**src/core/dtm_regs.svh**
```systemverilog
`ifndef DTM_REGS_SVH
`define DTM_REGS_SVH
`define DTM_CLK_PS  40000
`define DTM_ADR_PS  20000
`define DTM_ADR_CYC ((`DTM_ADR_PS) / (`DTM_CLK_PS))
`define DTM_MRZ_PS  1500
`define DTM_MRZ_CYC (((`DTM_MRZ_PS) + (`DTM_CLK_PS) - 1) / (`DTM_CLK_PS))
`define DTM_ODT_PS  20000
`define DTM_ODT_CYC (((`DTM_ODT_PS) + (`DTM_CLK_PS) - 1) / (`DTM_CLK_PS))
`define DTM_WLO_PS  20000
`define DTM_WLO_CYC ((`DTM_WLO_PS) / (`DTM_CLK_PS))
`define DTM_CNT_W   4
`define DTM_MIN1(x) (((x) < 1) ? 1 : (x))
`endif

```
**src/core/dtm_pkg.sv**
```systemverilog
package dtm_pkg;
    typedef enum logic [1:0] {
        DTM_IDLE,
        DTM_TRAIN,
        DTM_EXIT
    } dtm_state_t;
endpackage

```
**src/core/dtm_delay.sv**
```systemverilog
`timescale 1ns/100ps
`include "dtm_regs.svh"
// down-counter: done pulses when the loaded count has expired
module dtm_delay (
    // clock and reset
    input  wire logic                  core_clk,
    input  wire logic                  rstn,
    // control
    input  wire logic                  start,
    input  wire logic [`DTM_CNT_W-1:0] count,
    output logic                       busy,
    output logic                       done
);
    logic [`DTM_CNT_W-1:0] cnt_ff;
    logic [`DTM_CNT_W-1:0] nxt_cnt;
    logic                  done_ff;
    logic                  nxt_done;

    always_comb begin
        nxt_cnt  = cnt_ff;
        nxt_done = 1'b0;
        if (start) begin
            nxt_cnt = count;
        end else if (cnt_ff != '0) begin
            nxt_cnt  = cnt_ff - 1'b1;
            nxt_done = (cnt_ff == `DTM_CNT_W'(1));
        end
    end

    always_ff @(posedge core_clk) begin
        if (!rstn) begin
            cnt_ff  <= '0;
            done_ff <= 1'b0;
        end else begin
            cnt_ff  <= nxt_cnt;
            done_ff <= nxt_done;
        end
    end

    assign busy = (cnt_ff != '0);
    assign done = done_ff;
endmodule

```
**src/core/dtm_core.sv**
```systemverilog
`timescale 1ns/100ps
`include "dtm_regs.svh"
// device side of command bus training and write leveling feedback
module dtm_core
    import dtm_pkg::*;
(
    // clock and reset
    input  wire logic       core_clk,
    input  wire logic       rstn,
    // pins from controller
    input  wire logic       cke_pin,
    input  wire logic       cs_pin,
    input  wire logic [6:0] ca_pin,
    input  wire logic       dqs_pin,
    // mode select from mode register decode
    input  wire logic       cbt_mode,
    input  wire logic       wl_mode,
    // data lines
    output logic [6:0]      dq_out,
    output logic [6:0]      dq_oe_n,
    // termination
    output logic            odt_on
);
    localparam logic [`DTM_CNT_W-1:0] ADR_CNT =
        `DTM_CNT_W'(`DTM_MIN1(`DTM_ADR_CYC));
    localparam logic [`DTM_CNT_W-1:0] MRZ_CNT =
        `DTM_CNT_W'(`DTM_MIN1(`DTM_MRZ_CYC));
    localparam logic [`DTM_CNT_W-1:0] ODT_CNT =
        `DTM_CNT_W'(`DTM_MIN1(`DTM_ODT_CYC));
    localparam logic [`DTM_CNT_W-1:0] WLO_CNT =
        `DTM_CNT_W'(`DTM_MIN1(`DTM_WLO_CYC));

    // sync flops rest at the pins' idle levels: cke high, cs and dqs low,
    // so that no false edge is seen right after reset
    localparam logic [9:0] PIN_IDLE = 10'h200;

    // two-flop synchronisers for all pins
    logic [9:0] s1_ff;
    logic [9:0] s2_ff;
    always_ff @(posedge core_clk) begin
        if (!rstn) begin
            s1_ff <= PIN_IDLE;
            s2_ff <= PIN_IDLE;
        end else begin
            s1_ff <= {cke_pin, cs_pin, ca_pin, dqs_pin};
            s2_ff <= s1_ff;
        end
    end
    logic       cke_s;
    logic       cs_s;
    logic [6:0] ca_s;
    logic       dqs_s;
    assign cke_s = s2_ff[9];
    assign cs_s  = s2_ff[8];
    assign ca_s  = s2_ff[7:1];
    assign dqs_s = s2_ff[0];

    dtm_state_t st_ff;
    dtm_state_t nxt_st;
    logic       cke_d_ff;
    logic       nxt_cke_d;
    logic       cs_d_ff;
    logic       nxt_cs_d;
    logic       dqs_d_ff;
    logic       nxt_dqs_d;
    logic [6:0] smp_ff;
    logic [6:0] nxt_smp;
    logic [6:0] dq_ff;
    logic [6:0] nxt_dq;
    logic       oe_ff;
    logic       nxt_oe;
    logic       odt_ff;
    logic       nxt_odt;
    logic       odt_tgt_ff;
    logic       nxt_odt_tgt;
    logic       wl_lvl_ff;
    logic       nxt_wl_lvl;

    logic cke_fall;
    logic cke_rise;
    logic cs_rise;
    logic dqs_rise;
    assign cke_fall = cke_d_ff & ~cke_s;
    assign cke_rise = ~cke_d_ff & cke_s;
    assign cs_rise  = ~cs_d_ff & cs_s;
    assign dqs_rise = ~dqs_d_ff & dqs_s;

    // sample timer: a new sample restarts it; with a count of 1 every sample lands in turn
    logic adr_done;
    dtm_delay u_adr (
        .core_clk (core_clk),
        .rstn     (rstn),
        .start    (st_ff == DTM_TRAIN && cs_rise),
        .count    (ADR_CNT),
        .busy     (),
        .done     (adr_done)
    );
    // release timer after cke rises
    logic mrz_done;
    dtm_delay u_mrz (
        .core_clk (core_clk),
        .rstn     (rstn),
        .start    (st_ff == DTM_TRAIN && cke_rise),
        .count    (MRZ_CNT),
        .busy     (),
        .done     (mrz_done)
    );
    // termination switch delay
    logic odt_done;
    dtm_delay u_odt (
        .core_clk (core_clk),
        .rstn     (rstn),
        .start    (cbt_mode && (cke_fall || cke_rise)),
        .count    (ODT_CNT),
        .busy     (),
        .done     (odt_done)
    );
    // leveling feedback delay
    logic wlo_done;
    dtm_delay u_wlo (
        .core_clk (core_clk),
        .rstn     (rstn),
        .start    (wl_mode && dqs_rise),
        .count    (WLO_CNT),
        .busy     (),
        .done     (wlo_done)
    );

    always_comb begin
        nxt_st      = st_ff;
        nxt_cke_d   = cke_s;
        nxt_cs_d    = cs_s;
        nxt_dqs_d   = dqs_s;
        nxt_smp     = smp_ff;
        nxt_dq      = dq_ff;
        nxt_oe      = oe_ff;
        nxt_odt     = odt_ff;
        nxt_odt_tgt = odt_tgt_ff;
        nxt_wl_lvl  = wl_lvl_ff;
        unique case (st_ff)
            DTM_IDLE: begin
                if (cbt_mode && cke_fall) begin
                    nxt_st = DTM_TRAIN;
                end
            end
            DTM_TRAIN: begin
                // a later cs rise overwrites the held sample
                if (cs_rise) begin
                    nxt_smp = ca_s;
                end
                if (adr_done) begin
                    nxt_dq = smp_ff;
                    nxt_oe = 1'b1;
                end
                if (cke_rise) begin
                    nxt_st = DTM_EXIT;
                end
            end
            DTM_EXIT: begin
                // dq keeps the last result until the release timer ends
                if (mrz_done) begin
                    nxt_oe = 1'b0;
                    nxt_st = DTM_IDLE;
                end
            end
            default: begin
                nxt_st = DTM_IDLE;
            end
        endcase
        // termination target follows cke edges only while cbt_mode is set, in any state
        if (cbt_mode && cke_fall) begin
            nxt_odt_tgt = 1'b1;
        end else if (cbt_mode && cke_rise) begin
            nxt_odt_tgt = 1'b0;
        end
        if (odt_done) begin
            nxt_odt = odt_tgt_ff;
        end
        if (dqs_rise && wl_mode) begin
            nxt_wl_lvl = 1'b1;
        end else if (!wl_mode) begin
            // leaving leveling forgets the last report
            nxt_wl_lvl = 1'b0;
        end
        // leveling report, and release of the lines once idle
        if (wl_mode && wlo_done) begin
            nxt_dq = {7{wl_lvl_ff}};
            nxt_oe = 1'b1;
        end else if (!wl_mode && st_ff == DTM_IDLE) begin
            nxt_oe = 1'b0;
        end
    end

    always_ff @(posedge core_clk) begin
        if (!rstn) begin
            st_ff      <= DTM_IDLE;
            cke_d_ff   <= 1'b1;
            cs_d_ff    <= 1'b0;
            dqs_d_ff   <= 1'b0;
            smp_ff     <= '0;
            dq_ff      <= '0;
            oe_ff      <= 1'b0;
            odt_ff     <= 1'b0;
            odt_tgt_ff <= 1'b0;
            wl_lvl_ff  <= 1'b0;
        end else begin
            st_ff      <= nxt_st;
            cke_d_ff   <= nxt_cke_d;
            cs_d_ff    <= nxt_cs_d;
            dqs_d_ff   <= nxt_dqs_d;
            smp_ff     <= nxt_smp;
            dq_ff      <= nxt_dq;
            oe_ff      <= nxt_oe;
            odt_ff     <= nxt_odt;
            odt_tgt_ff <= nxt_odt_tgt;
            wl_lvl_ff  <= nxt_wl_lvl;
        end
    end

    assign dq_out  = dq_ff;
    assign dq_oe_n = {7{~oe_ff}};
    assign odt_on  = odt_ff;
endmodule

```
**config.mk**
```make
export PLATFORM = sky130hd
export DESIGN_NAME = dtm_core
export DESIGN_NICKNAME = d
export VERILOG_FILES = /design/src/core/dtm_pkg.sv /design/src/core/dtm_delay.sv /design/src/core/dtm_core.sv
export VERILOG_INCLUDE_DIRS = /design/src /design/src/core
export SDC_FILE = /design/constraint.sdc
export NUM_CORES = 1
export LEC_CHECK = 0
export BUFFER_PORTS_ARGS = -buffer_cell sky130_fd_sc_hd__buf_2
export CAP_MARGIN = 0
export CORE_UTILIZATION = 54
export CTS_CLUSTER_SIZE = 10
export DETAILED_ROUTE_END_ITERATION = 7
export GPL_TIMING_DRIVEN = 0
export MAX_ROUTING_LAYER = met4
export PLACE_DENSITY = 0.74
export SYNTH_ARGS = -nofsm -noshare
export SYNTH_HDL_FRONTEND = slang
export SYNTH_SLANG_ARGS = --single-unit
```
**constraint.sdc**
```tcl
create_clock -name core_clk -period 2.63 [get_ports core_clk]
set_input_delay 0.526 -clock core_clk [delete_from_list [all_inputs] [get_ports core_clk]]
set_output_delay 0.526 -clock core_clk [all_outputs]
set_load 0.05 [all_outputs]
```
# == After elaboration in Yosys (flattened, before gate mapping) ==
# Cells that the tools add are included.
# word_totals
register_bits,63
inputBits,14
elab_cells,113
# op_classes
addsub,4
eq_ne,12
muxes,24
bitwise,14
n_reduce_logical,35
# op_table
cell,n
7-bit two-way mux,3
4-bit nonzero test,5
4-bit by 1-bit == test with 1-bit output (second input constant),4
1-bit two-way mux,16
4-bit by 1-bit subtractor with 4-bit output (second input constant),4
2-bit nonzero test,7
3-bit OR reduction,4
1-bit NOT,10
1-bit logical AND,8
2-bit OR reduction,4
2-bit two-way mux,3
2-bit case mux with 3 select lines,1
3-bit AND reduction,2
1-bit AND,4
2-bit by 1-bit != test with 1-bit output (second input constant),2
2-bit != test (second input constant),2
4-bit by 1-bit != test with 1-bit output (second input constant),1
4-bit by 3-bit != test with 1-bit output (second input constant),1
2-bit AND reduction,2
2-bit by 1-bit == test with 1-bit output (second input constant),1
2-bit == test (second input constant),1
2-bit zero test,1
1-bit case mux with 2 select lines,1
1-bit zero test,1
1-bit logical OR,1

# == Logic depth before layout (Yosys ltp) ==
# Gate-level depths: netlist (run 1).
# depth
word_depth,5
depth_mapped,6

# == Cells and area by module ==
# From an unflattened synthesis (run 1), not the netlist that was laid out.
# unflattened
cells_unflattened,272
hier_area_um2,2757.6
# by_module_without_submodules
module,instances,cells_per_inst,area_per_inst_um2,seq_area_each_um2
dtm_core,1,156,1651.6,860.8
dtm_delay,4,29,276.5,100.1

# == Worst setup path after synthesis (run 1) ==
# No wires, ideal clock.
# synth_timing
path_type,flip-flop to output port
start,register oe_ff
end,output dq_oe_n[1]
arrival_time_ps,974
required_ps,2104
path_slack_ps,1130
path_stages_with_launch,3
cell_sequence,dfxtp_1 inv_1 buf_4
# synth_between
elab_chain_cells,1
# synth_rtl
element,line,source
from (decl),dtm_core.sv:70,logic oe_ff;
from (signal assigned),dtm_core.sv:213,oe_ff <= nxt_oe;
1-bit NOT,dtm_core.sv:221,assign dq_oe_n = {7{~oe_ff}};
to (decl),dtm_core.sv:20,"output logic [6:0] dq_oe_n,"
# No other way between the ends.

# == Worst setup path after layout (run 1) ==
# layout_timing
start,register oe_ff
end,output dq_oe_n[3]
# Same word-level chain as after synthesis.

==> impl_metrics.env, run 1 <==
export IMPL_endpoint_kind="primary output"
export IMPL_track_usage_pct=18.9
export IMPL_min_path_cells=2
export IMPL_clockPowerShare_pct=36.0
export IMPL_cellPowerDensity_nw_per_um2=978
export IMPL_ff2ff_path_depth=5
export IMPL_cts_resized=0
export IMPL_grt_pass1_wl_um=6870
export IMPL_grt_ovfl_total=0
export IMPL_synth_area_um2=2500
export IMPL_yosysTopAreaCell="dfxtp_1"
export IMPL_seq_area_frac_synth_pct=50.5
export IMPL_synth_cell_type_count=31
export IMPL_grt_max_degree=14
export IMPL_drt_first_iter_violations=82
export IMPL_wl_per_cell_um=11.4
export IMPL_cp_max_fo=7
export IMPL_worstPathRequired_ns=2.10
export IMPL_io_pin_count=29
export IMPL_cts_made_buffers=9
export IMPL_insertion_delay_ns=0.34
export IMPL_std_cell_rows=24
export IMPL_nets=310
export IMPL_clk_pin_slew_worst_paths_ns=0.07
export IMPL_peakVddDrop_uv=539
export IMPL_cts_sinks=63
export IMPL_post_route_period_util_pct=64.8
export IMPL_yosysTopAreaCellShare_pct=50.5
export IMPL_initial_core_util_pct=56.6
export IMPL_synth_edf_count=0
export IMPL_rsz0062_at_grt="no"
export IMPL_grt_pass1_vias=1614
export IMPL_status="completed"
export IMPL_hold_viol=0
export IMPL_drive_gt1_share_pct=20.7
export IMPL_fmax_mhz=587
export IMPL_tns_ns=0
export IMPL_portBuffers=27
export IMPL_start_kind="flip-flop"
export IMPL_skew_ns=0.00502
export IMPL_p_sw_share_pct=29.1
export IMPL_reg2reg_to="u_wlo.done"
export IMPL_fillCellCount=348
export IMPL_drtPass1Iterations=4
export IMPL_vias=1651
export IMPL_die_area_um2=4910
export IMPL_antenna_left=0
export IMPL_layout_commonest_cell="dfxtp_1"
export IMPL_wirelength_um=3830
export IMPL_area_growth_pct=18.0
export IMPL_arrival_ns=1.18
export IMPL_p_int_mw=2.04
export IMPL_ys_async_sr_fraction_pct=0
export IMPL_synth_ff_type="dfxtp_1"
export IMPL_antenna_found_initial=0
export IMPL_dp_hpwl_um=2770
export IMPL_netlist_top_cells_area="dfxtp_1, ha_1, and2_1, xnor2_1, mux2i_1"
export IMPL_chipHeight_um=70.0
export IMPL_worst_setup_path_type="flip-flop to primary output"
export IMPL_clock_path_buffers=2
export IMPL_power_switching_mw=0.840
export IMPL_hp_class="input pin to flip-flop"
export IMPL_drc=0
export IMPL_r2r_start="u_wlo.cnt_ff[0]"
export IMPL_slew_headroom_pct=69.3
export IMPL_maxCapViolations=0
export IMPL_ys_ff_latch=63
export IMPL_yosysWarningCount=0
export IMPL_hold_path_startpoint="cke_pin"
export IMPL_fp_dieW_um=70.0
export IMPL_period_needed_ns=1.70
export IMPL_power_leakage_nw=1.31
export IMPL_cts_setup_buffers=0
export IMPL_ctsHoldBuffers=0
export IMPL_setup_viol=0
export IMPL_synth_fp_nets=272
export IMPL_htreeDepth=3
export IMPL_r2r_slack_ns=1.05
export IMPL_synth_cells=242
export IMPL_root_buffer="clkbuf_8"
export IMPL_diodes=0
export IMPL_tightest_slew_ns=0.460
export IMPL_finalPower_mw=2.88
export IMPL_holdPathEnd="s1_ff[9]"
export IMPL_most_common_layout_cells="dfxtp_1, buf_2, and2_1"
export IMPL_core_region_area_um2=4410
export IMPL_cts_tree="yes"
export IMPL_vias_per_cell=4.90
export IMPL_maxSlewViolCount=0
export IMPL_pwr_share_seq_pct=41.2
export IMPL_syn_avg_cell_area_um2=10.3
export IMPL_place_congestion=0.810
export IMPL_comb_power_share_pct=22.7
[logic make-up (layout without fill, tap and decap cells)]
family                     after synthesis  count (layout)  share of synthesized area [%]
and+or+nand+nor                         90              90                           20.2
DFF                                     63              63                           50.5
buffers and inverters                   28              71                           5.20
AOI/OAI and AO/OA                       23              23                           7.71
adders and majority gates               16              16                           8.01
xor gates and xnor gates                12              12                           4.20
muxes                                   10              10                           4.20
[critical path: stages, from the launching register on]
cell,delay (ns)
dfxtp_1,0.31
inv_1,0.15
buf_4,0.13
buf_2,0.24
[worst max-delay path by stage]
stage	slack [ns]	startpoint	depth (start not counted)	end
after floorplan	1.13	oe_ff	2	dq_oe_n[1]
after global placement	1.07	wl_mode	4	dq_out[5]
after detailed placement	1.05	wl_mode	4	dq_out[5]
after CTS	0.90	oe_ff	3	dq_oe_n[3]
after global routing	0.84	oe_ff	3	dq_oe_n[6]
final	0.93	oe_ff	3	dq_oe_n[3]
[Yosys cell counts (2+ instances only)]
| cell | number |
|---|---|
| a211oi_1 | 5 |
| or3b_1 | 5 |
| buf_4 | 6 |
| nand3_1 | 4 |
| o21ai_0 | 2 |
| a21boi_0 | 5 |
| nor2_1 | 13 |
| nor4b_1 | 3 |
| buf_2 | 2 |
| nand2b_1 | 4 |
| ha_1 | 16 |
| nor3_1 | 4 |
| nand3b_1 | 2 |
| clkbuf_1 | 4 |
| inv_1 | 15 |
| nand2_1 | 15 |
| o221a_2 | 6 |
| and2_1 | 27 |
| xnor2_1 | 12 |
| dfxtp_1 | 63 |
| nor2b_1 | 11 |
| mux2i_1 | 9 |
[power groups by stage]
stage          sequential, mW  clock, mW  combinational [mW]
2_1_floorplan            1.23          0               0.512
3_3_place_gp             1.21          0               0.633
3_5_place_dp             1.21          0               0.662
4_1_cts                  1.19       1.06               0.667
5_1_grt                  1.21       1.11               0.752
6_report                 1.19       1.04               0.656
[registers in the layout, summed over array words and instances (netlist names), 2 cells and up]
signal	count
u_wlo.cnt_ff	4
st_ff	2
s2_ff	10
s1_ff	10
dq_out	7
u_mrz.cnt_ff	4
u_odt.cnt_ff	4
u_adr.cnt_ff	4
smp_ff	7
[layout make-up]
| class | instances | area (µm²) | share of cell area, % |
|---|---|---|---|
| Timing Repair Buffer | 27 | 135 | 4.58 |
| Inverter | 15 | 56.3 | 1.91 |
| Multi-Input combinational cell | 151 | 1110 | 37.6 |
| Tap cell | 52 | 65.1 | 2.21 |
| Sequential cell | 63 | 1260 | 42.8 |
| Buffer | 13 | 73.8 | 2.50 |
| Clock inverter | 7 | 125 | 4.24 |
| Clock buffer | 9 | 124 | 4.20 |
[through the flow]
| step | cells | cell area, µm² | utilization [%] | hold slack (ns) | setup slack [ns] |
|---|---|---|---|---|---|
| CTS | 337 | 2950 | 66.8 | 0.356 | 0.903 |
| floorplan | 242 | 2500 | - | 0.386 | 1.13 |
| finish | 337 | 2950 | 66.8 | 0.369 | 0.927 |
| detailed placement | 321 | 2700 | 61.2 | 0.407 | 1.05 |
| global placement | 321 | 2700 | 61.2 | 0.391 | 1.07 |
| global route | 337 | 2950 | 66.8 | 0.362 | 0.835 |
[per-layer routing]
metal  vias to the layer above  routed length (µm)  GRT usage [%]
met2                        38                1710           29.5
met4                         0                  77           10.7
met1                       729                1860           21.2
li1                        874                   -              -
met5                         -                   0              -
met3                        10                 185           6.49
Note: power is estimated with default switching activity, not from simulation.
==> run 2, diff against run 1 <==
--- a/config.mk
+++ b/config.mk
@@ -6,9 +6,10 @@
 export SDC_FILE = /design/constraint.sdc
 export NUM_CORES = 1
 export LEC_CHECK = 0
+export ABC_AREA = 1
 export BUFFER_PORTS_ARGS = -buffer_cell sky130_fd_sc_hd__buf_2
 export CAP_MARGIN = 0
-export CORE_UTILIZATION = 54
+export CORE_UTILIZATION = 52
 export CTS_CLUSTER_SIZE = 10
 export DETAILED_ROUTE_END_ITERATION = 7
 export GPL_TIMING_DRIVEN = 0
==> constraint.sdc (replaced) <==
create_clock -name core_clk -period 1.37 [get_ports core_clk]
set_input_delay 0.274 -clock core_clk [delete_from_list [all_inputs] [get_ports core_clk]]
set_output_delay 0.274 -clock core_clk [all_outputs]
set_load 0.05 [all_outputs]
==> impl_metrics.env, run 2 <==
export IMPL_most_common_layout_cells="nand2_1, dfxtp_1, inv_1"
export IMPL_period_needed_ns=1.31
export IMPL_path_buf_inv=2
export IMPL_tightest_slew_ns=0.367
export IMPL_cts_made_buffers=9
export IMPL_synth_fp_nets=371
export IMPL_reg2reg_to="st_ff[0]"
export IMPL_io_pin_count=29
export IMPL_layout_commonest_cell="nand2_1"
export IMPL_endpoint_kind="primary output"
export IMPL_cts_sinks=63
export IMPL_start_kind="flip-flop"
export IMPL_slew_headroom_pct=75.5
export IMPL_hp_class="input pin to flip-flop"
export IMPL_place_congestion=0.812
export IMPL_cp_slowest_stage_delay_ns=0.31
export IMPL_synth_area_um2=2630
export IMPL_root_buffer="clkbuf_8"
export IMPL_insertion_delay_ns=0.34
export IMPL_vias_per_cell=4.56
export IMPL_synth_edf_count=0
export IMPL_ys_ff_latch=63
export IMPL_cts_tree="yes"
export IMPL_grt_pass1_wl_um=7490
export IMPL_maxSlewViolCount=0
export IMPL_cp_max_fo=8
export IMPL_wl_per_cell_um=9.57
export IMPL_std_cell_rows=25
export IMPL_slowest_stage="dfxtp_1"
export IMPL_synth_commonest_cells="dfxtp_1, nand2_1, inv_1"
export IMPL_drive_gt1_share_pct=18.5
export IMPL_antenna_left=0
export IMPL_nets=409
export IMPL_crit_family="buffers and inverters"
export IMPL_chipHeight_um=73.1
export IMPL_maxCapViolations=0
export IMPL_arrival_ns=1.03
export IMPL_fmax_mhz=765
export IMPL_clk_pin_slew_worst_paths_ns=0.07
export IMPL_htreeDepth=3
export IMPL_drc=0
export IMPL_fin_util_pct=65.4
export IMPL_fp_dieW_um=73.1
export IMPL_vias=2057
export IMPL_skew_ns=0.00587
export IMPL_min_path_cells=3
export IMPL_clock_path_buffers=2
export IMPL_hold_path_startpoint="ca_pin[4]"
export IMPL_diodes=0
export IMPL_die_area_um2=5350
export IMPL_area_growth_pct=19.0
export IMPL_drt_first_iter_violations=104
export IMPL_rsz0062_at_grt="no"
export IMPL_syn_avg_cell_area_um2=7.72
export IMPL_setup_viol=0
export IMPL_holdPathEnd="s1_ff[5]"
export IMPL_drtPass1Iterations=4
export IMPL_worstPathRequired_ns=1.10
export IMPL_track_usage_pct=19.5
export IMPL_netlist_top_cells_area="dfxtp_1, nand2_1, inv_1, ha_1, nor2_1"
export IMPL_power_leakage_nw=1.60
export IMPL_hold_viol=0
export IMPL_synth_ff_type="dfxtp_1"
export IMPL_dp_hpwl_um=3020
export IMPL_portBuffers=27
export IMPL_yosysWarningCount=0
export IMPL_grt_ovfl_total=0
export IMPL_seq_area_frac_synth_pct=47.9
export IMPL_grt_pass1_vias=1825
export IMPL_fin_cells=451
export IMPL_cellPowerDensity_nw_per_um2=2190
export IMPL_synth_cells=341
export IMPL_final_area_um2=3130
export IMPL_wirelength_um=4320
export IMPL_grt_max_degree=13
export IMPL_pre_cts_ws_ns=-0.0472
export IMPL_placed_area_um2=2850
export IMPL_ys_async_sr_fraction_pct=0
export IMPL_worst_setup_path_type="flip-flop to primary output"
export IMPL_fin_ws_ns=0.0635
export IMPL_ctsHoldBuffers=0
export IMPL_ff2ff_path_depth=7
export IMPL_crit_chain="inv_2 > buf_2"
export IMPL_yosysTopAreaCell="dfxtp_1"
export IMPL_initial_core_util_pct=55.0
export IMPL_status="completed"
export IMPL_placedCellCount=435
export IMPL_synth_cell_type_count=22
export IMPL_r2r_slack_ns=0.12
export IMPL_antenna_found_initial=0
export IMPL_largestRegisters="s1_ff (10), s2_ff (10)"
export IMPL_peakVddDrop_uv=1530
export IMPL_post_route_period_util_pct=95.4
export IMPL_core_region_area_um2=4790
export IMPL_r2r_start="st_ff[0]"
export IMPL_yosysTopAreaCellShare_pct=47.9
## run 2: changes by cell type after synthesis, sizes merged, moves of 10 or more
cell	before	now
nor2	13	47
nand3	4	18
nand2	16	67
inv	15	62
xnor2	12	2
nor2b	11	0
and2	27	0
a21oi	1	20
o21ai	2	22
## run 2: worst max path at each step
stage | start | cells past startpoint | end
floorplan | oe_ff | 2 | dq_oe_n[1]
CTS | oe_ff | 3 | dq_oe_n[1]
global placement | st_ff[1] | 7 | dq_out[4]
finish | oe_ff | 2 | dq_oe_n[0]
global route | oe_ff | 2 | dq_oe_n[0]
detailed placement | st_ff[1] | 7 | dq_out[0]
## run 2: area by class of cell
cell class | count | area, µm²
Buffer | 12 | 82.6
Clock buffer | 10 | 138
Clock inverter | 6 | 92.6
Fill cell | 425 | 1650
Inverter | 63 | 238
Multi-Input combinational cell | 203 | 1060
Sequential cell | 63 | 1260
Tap cell | 67 | 83.8
Timing Repair Buffer | 27 | 173
## run 2: worst register-to-register path, stage by stage (launching register included)
cell and delay, ns:
dfxtp_2 0.37, inv_1 0.09, ha_1 0.21, nand2_1 0.15, nand3_1 0.14, nand2_1 0.08
inv_1 0.03, nor2_1 0.10
## run 2: report_power, final
group | internal (mW) | total, mW | switching (mW)
logic | 1.01 | 2.66 | 1.65
clock network | 1.08 | 1.82 | 0.733
registers | 2.18 | 2.39 | 0.214
total | 4.27 | 6.87 | 2.60
## run 2: what timing repair did
| action | in CTS | in global routing |
|---|---|---|
| pin swaps | 0 | 0 |
| endpoints found under the setup margin | 17 | 17 |
| buffers inserted | 0 | 0 |
| gates resized for setup | 8 | 9 |
## run 2: layer usage
| metal | vias up | part of all wire [%] | global-route usage, % |
|---|---|---|---|
| met1 | 894 | 48 | 22.3 |
| li1 | 1113 | - | - |
| met5 | - | 0 | - |
| met3 | 5 | 4.7 | 9.12 |
| met2 | 45 | 45 | 29.2 |
| met4 | 0 | 1.5 | 8.28 |
## run 2: kinds of logic after synthesis
family	Yosys count	synth area share [%]
compound gates	42	7.99
xor+xnor	4	1.33
simple gates	141	23.0
fa+ha+maj	16	7.61
buf+inv	75	12.2
flops	63	47.9
## run 2: metrics by stage
stage	hold slack, ns	TNS, ns	total power, mW
floorplan	0.372	0	4.48
global placement	0.395	-0.0715	4.84
detailed placement	0.401	-0.295	4.92
CTS	0.0908	0	6.82
global route	0.0967	0	7.43
finish	0.108	0	6.87
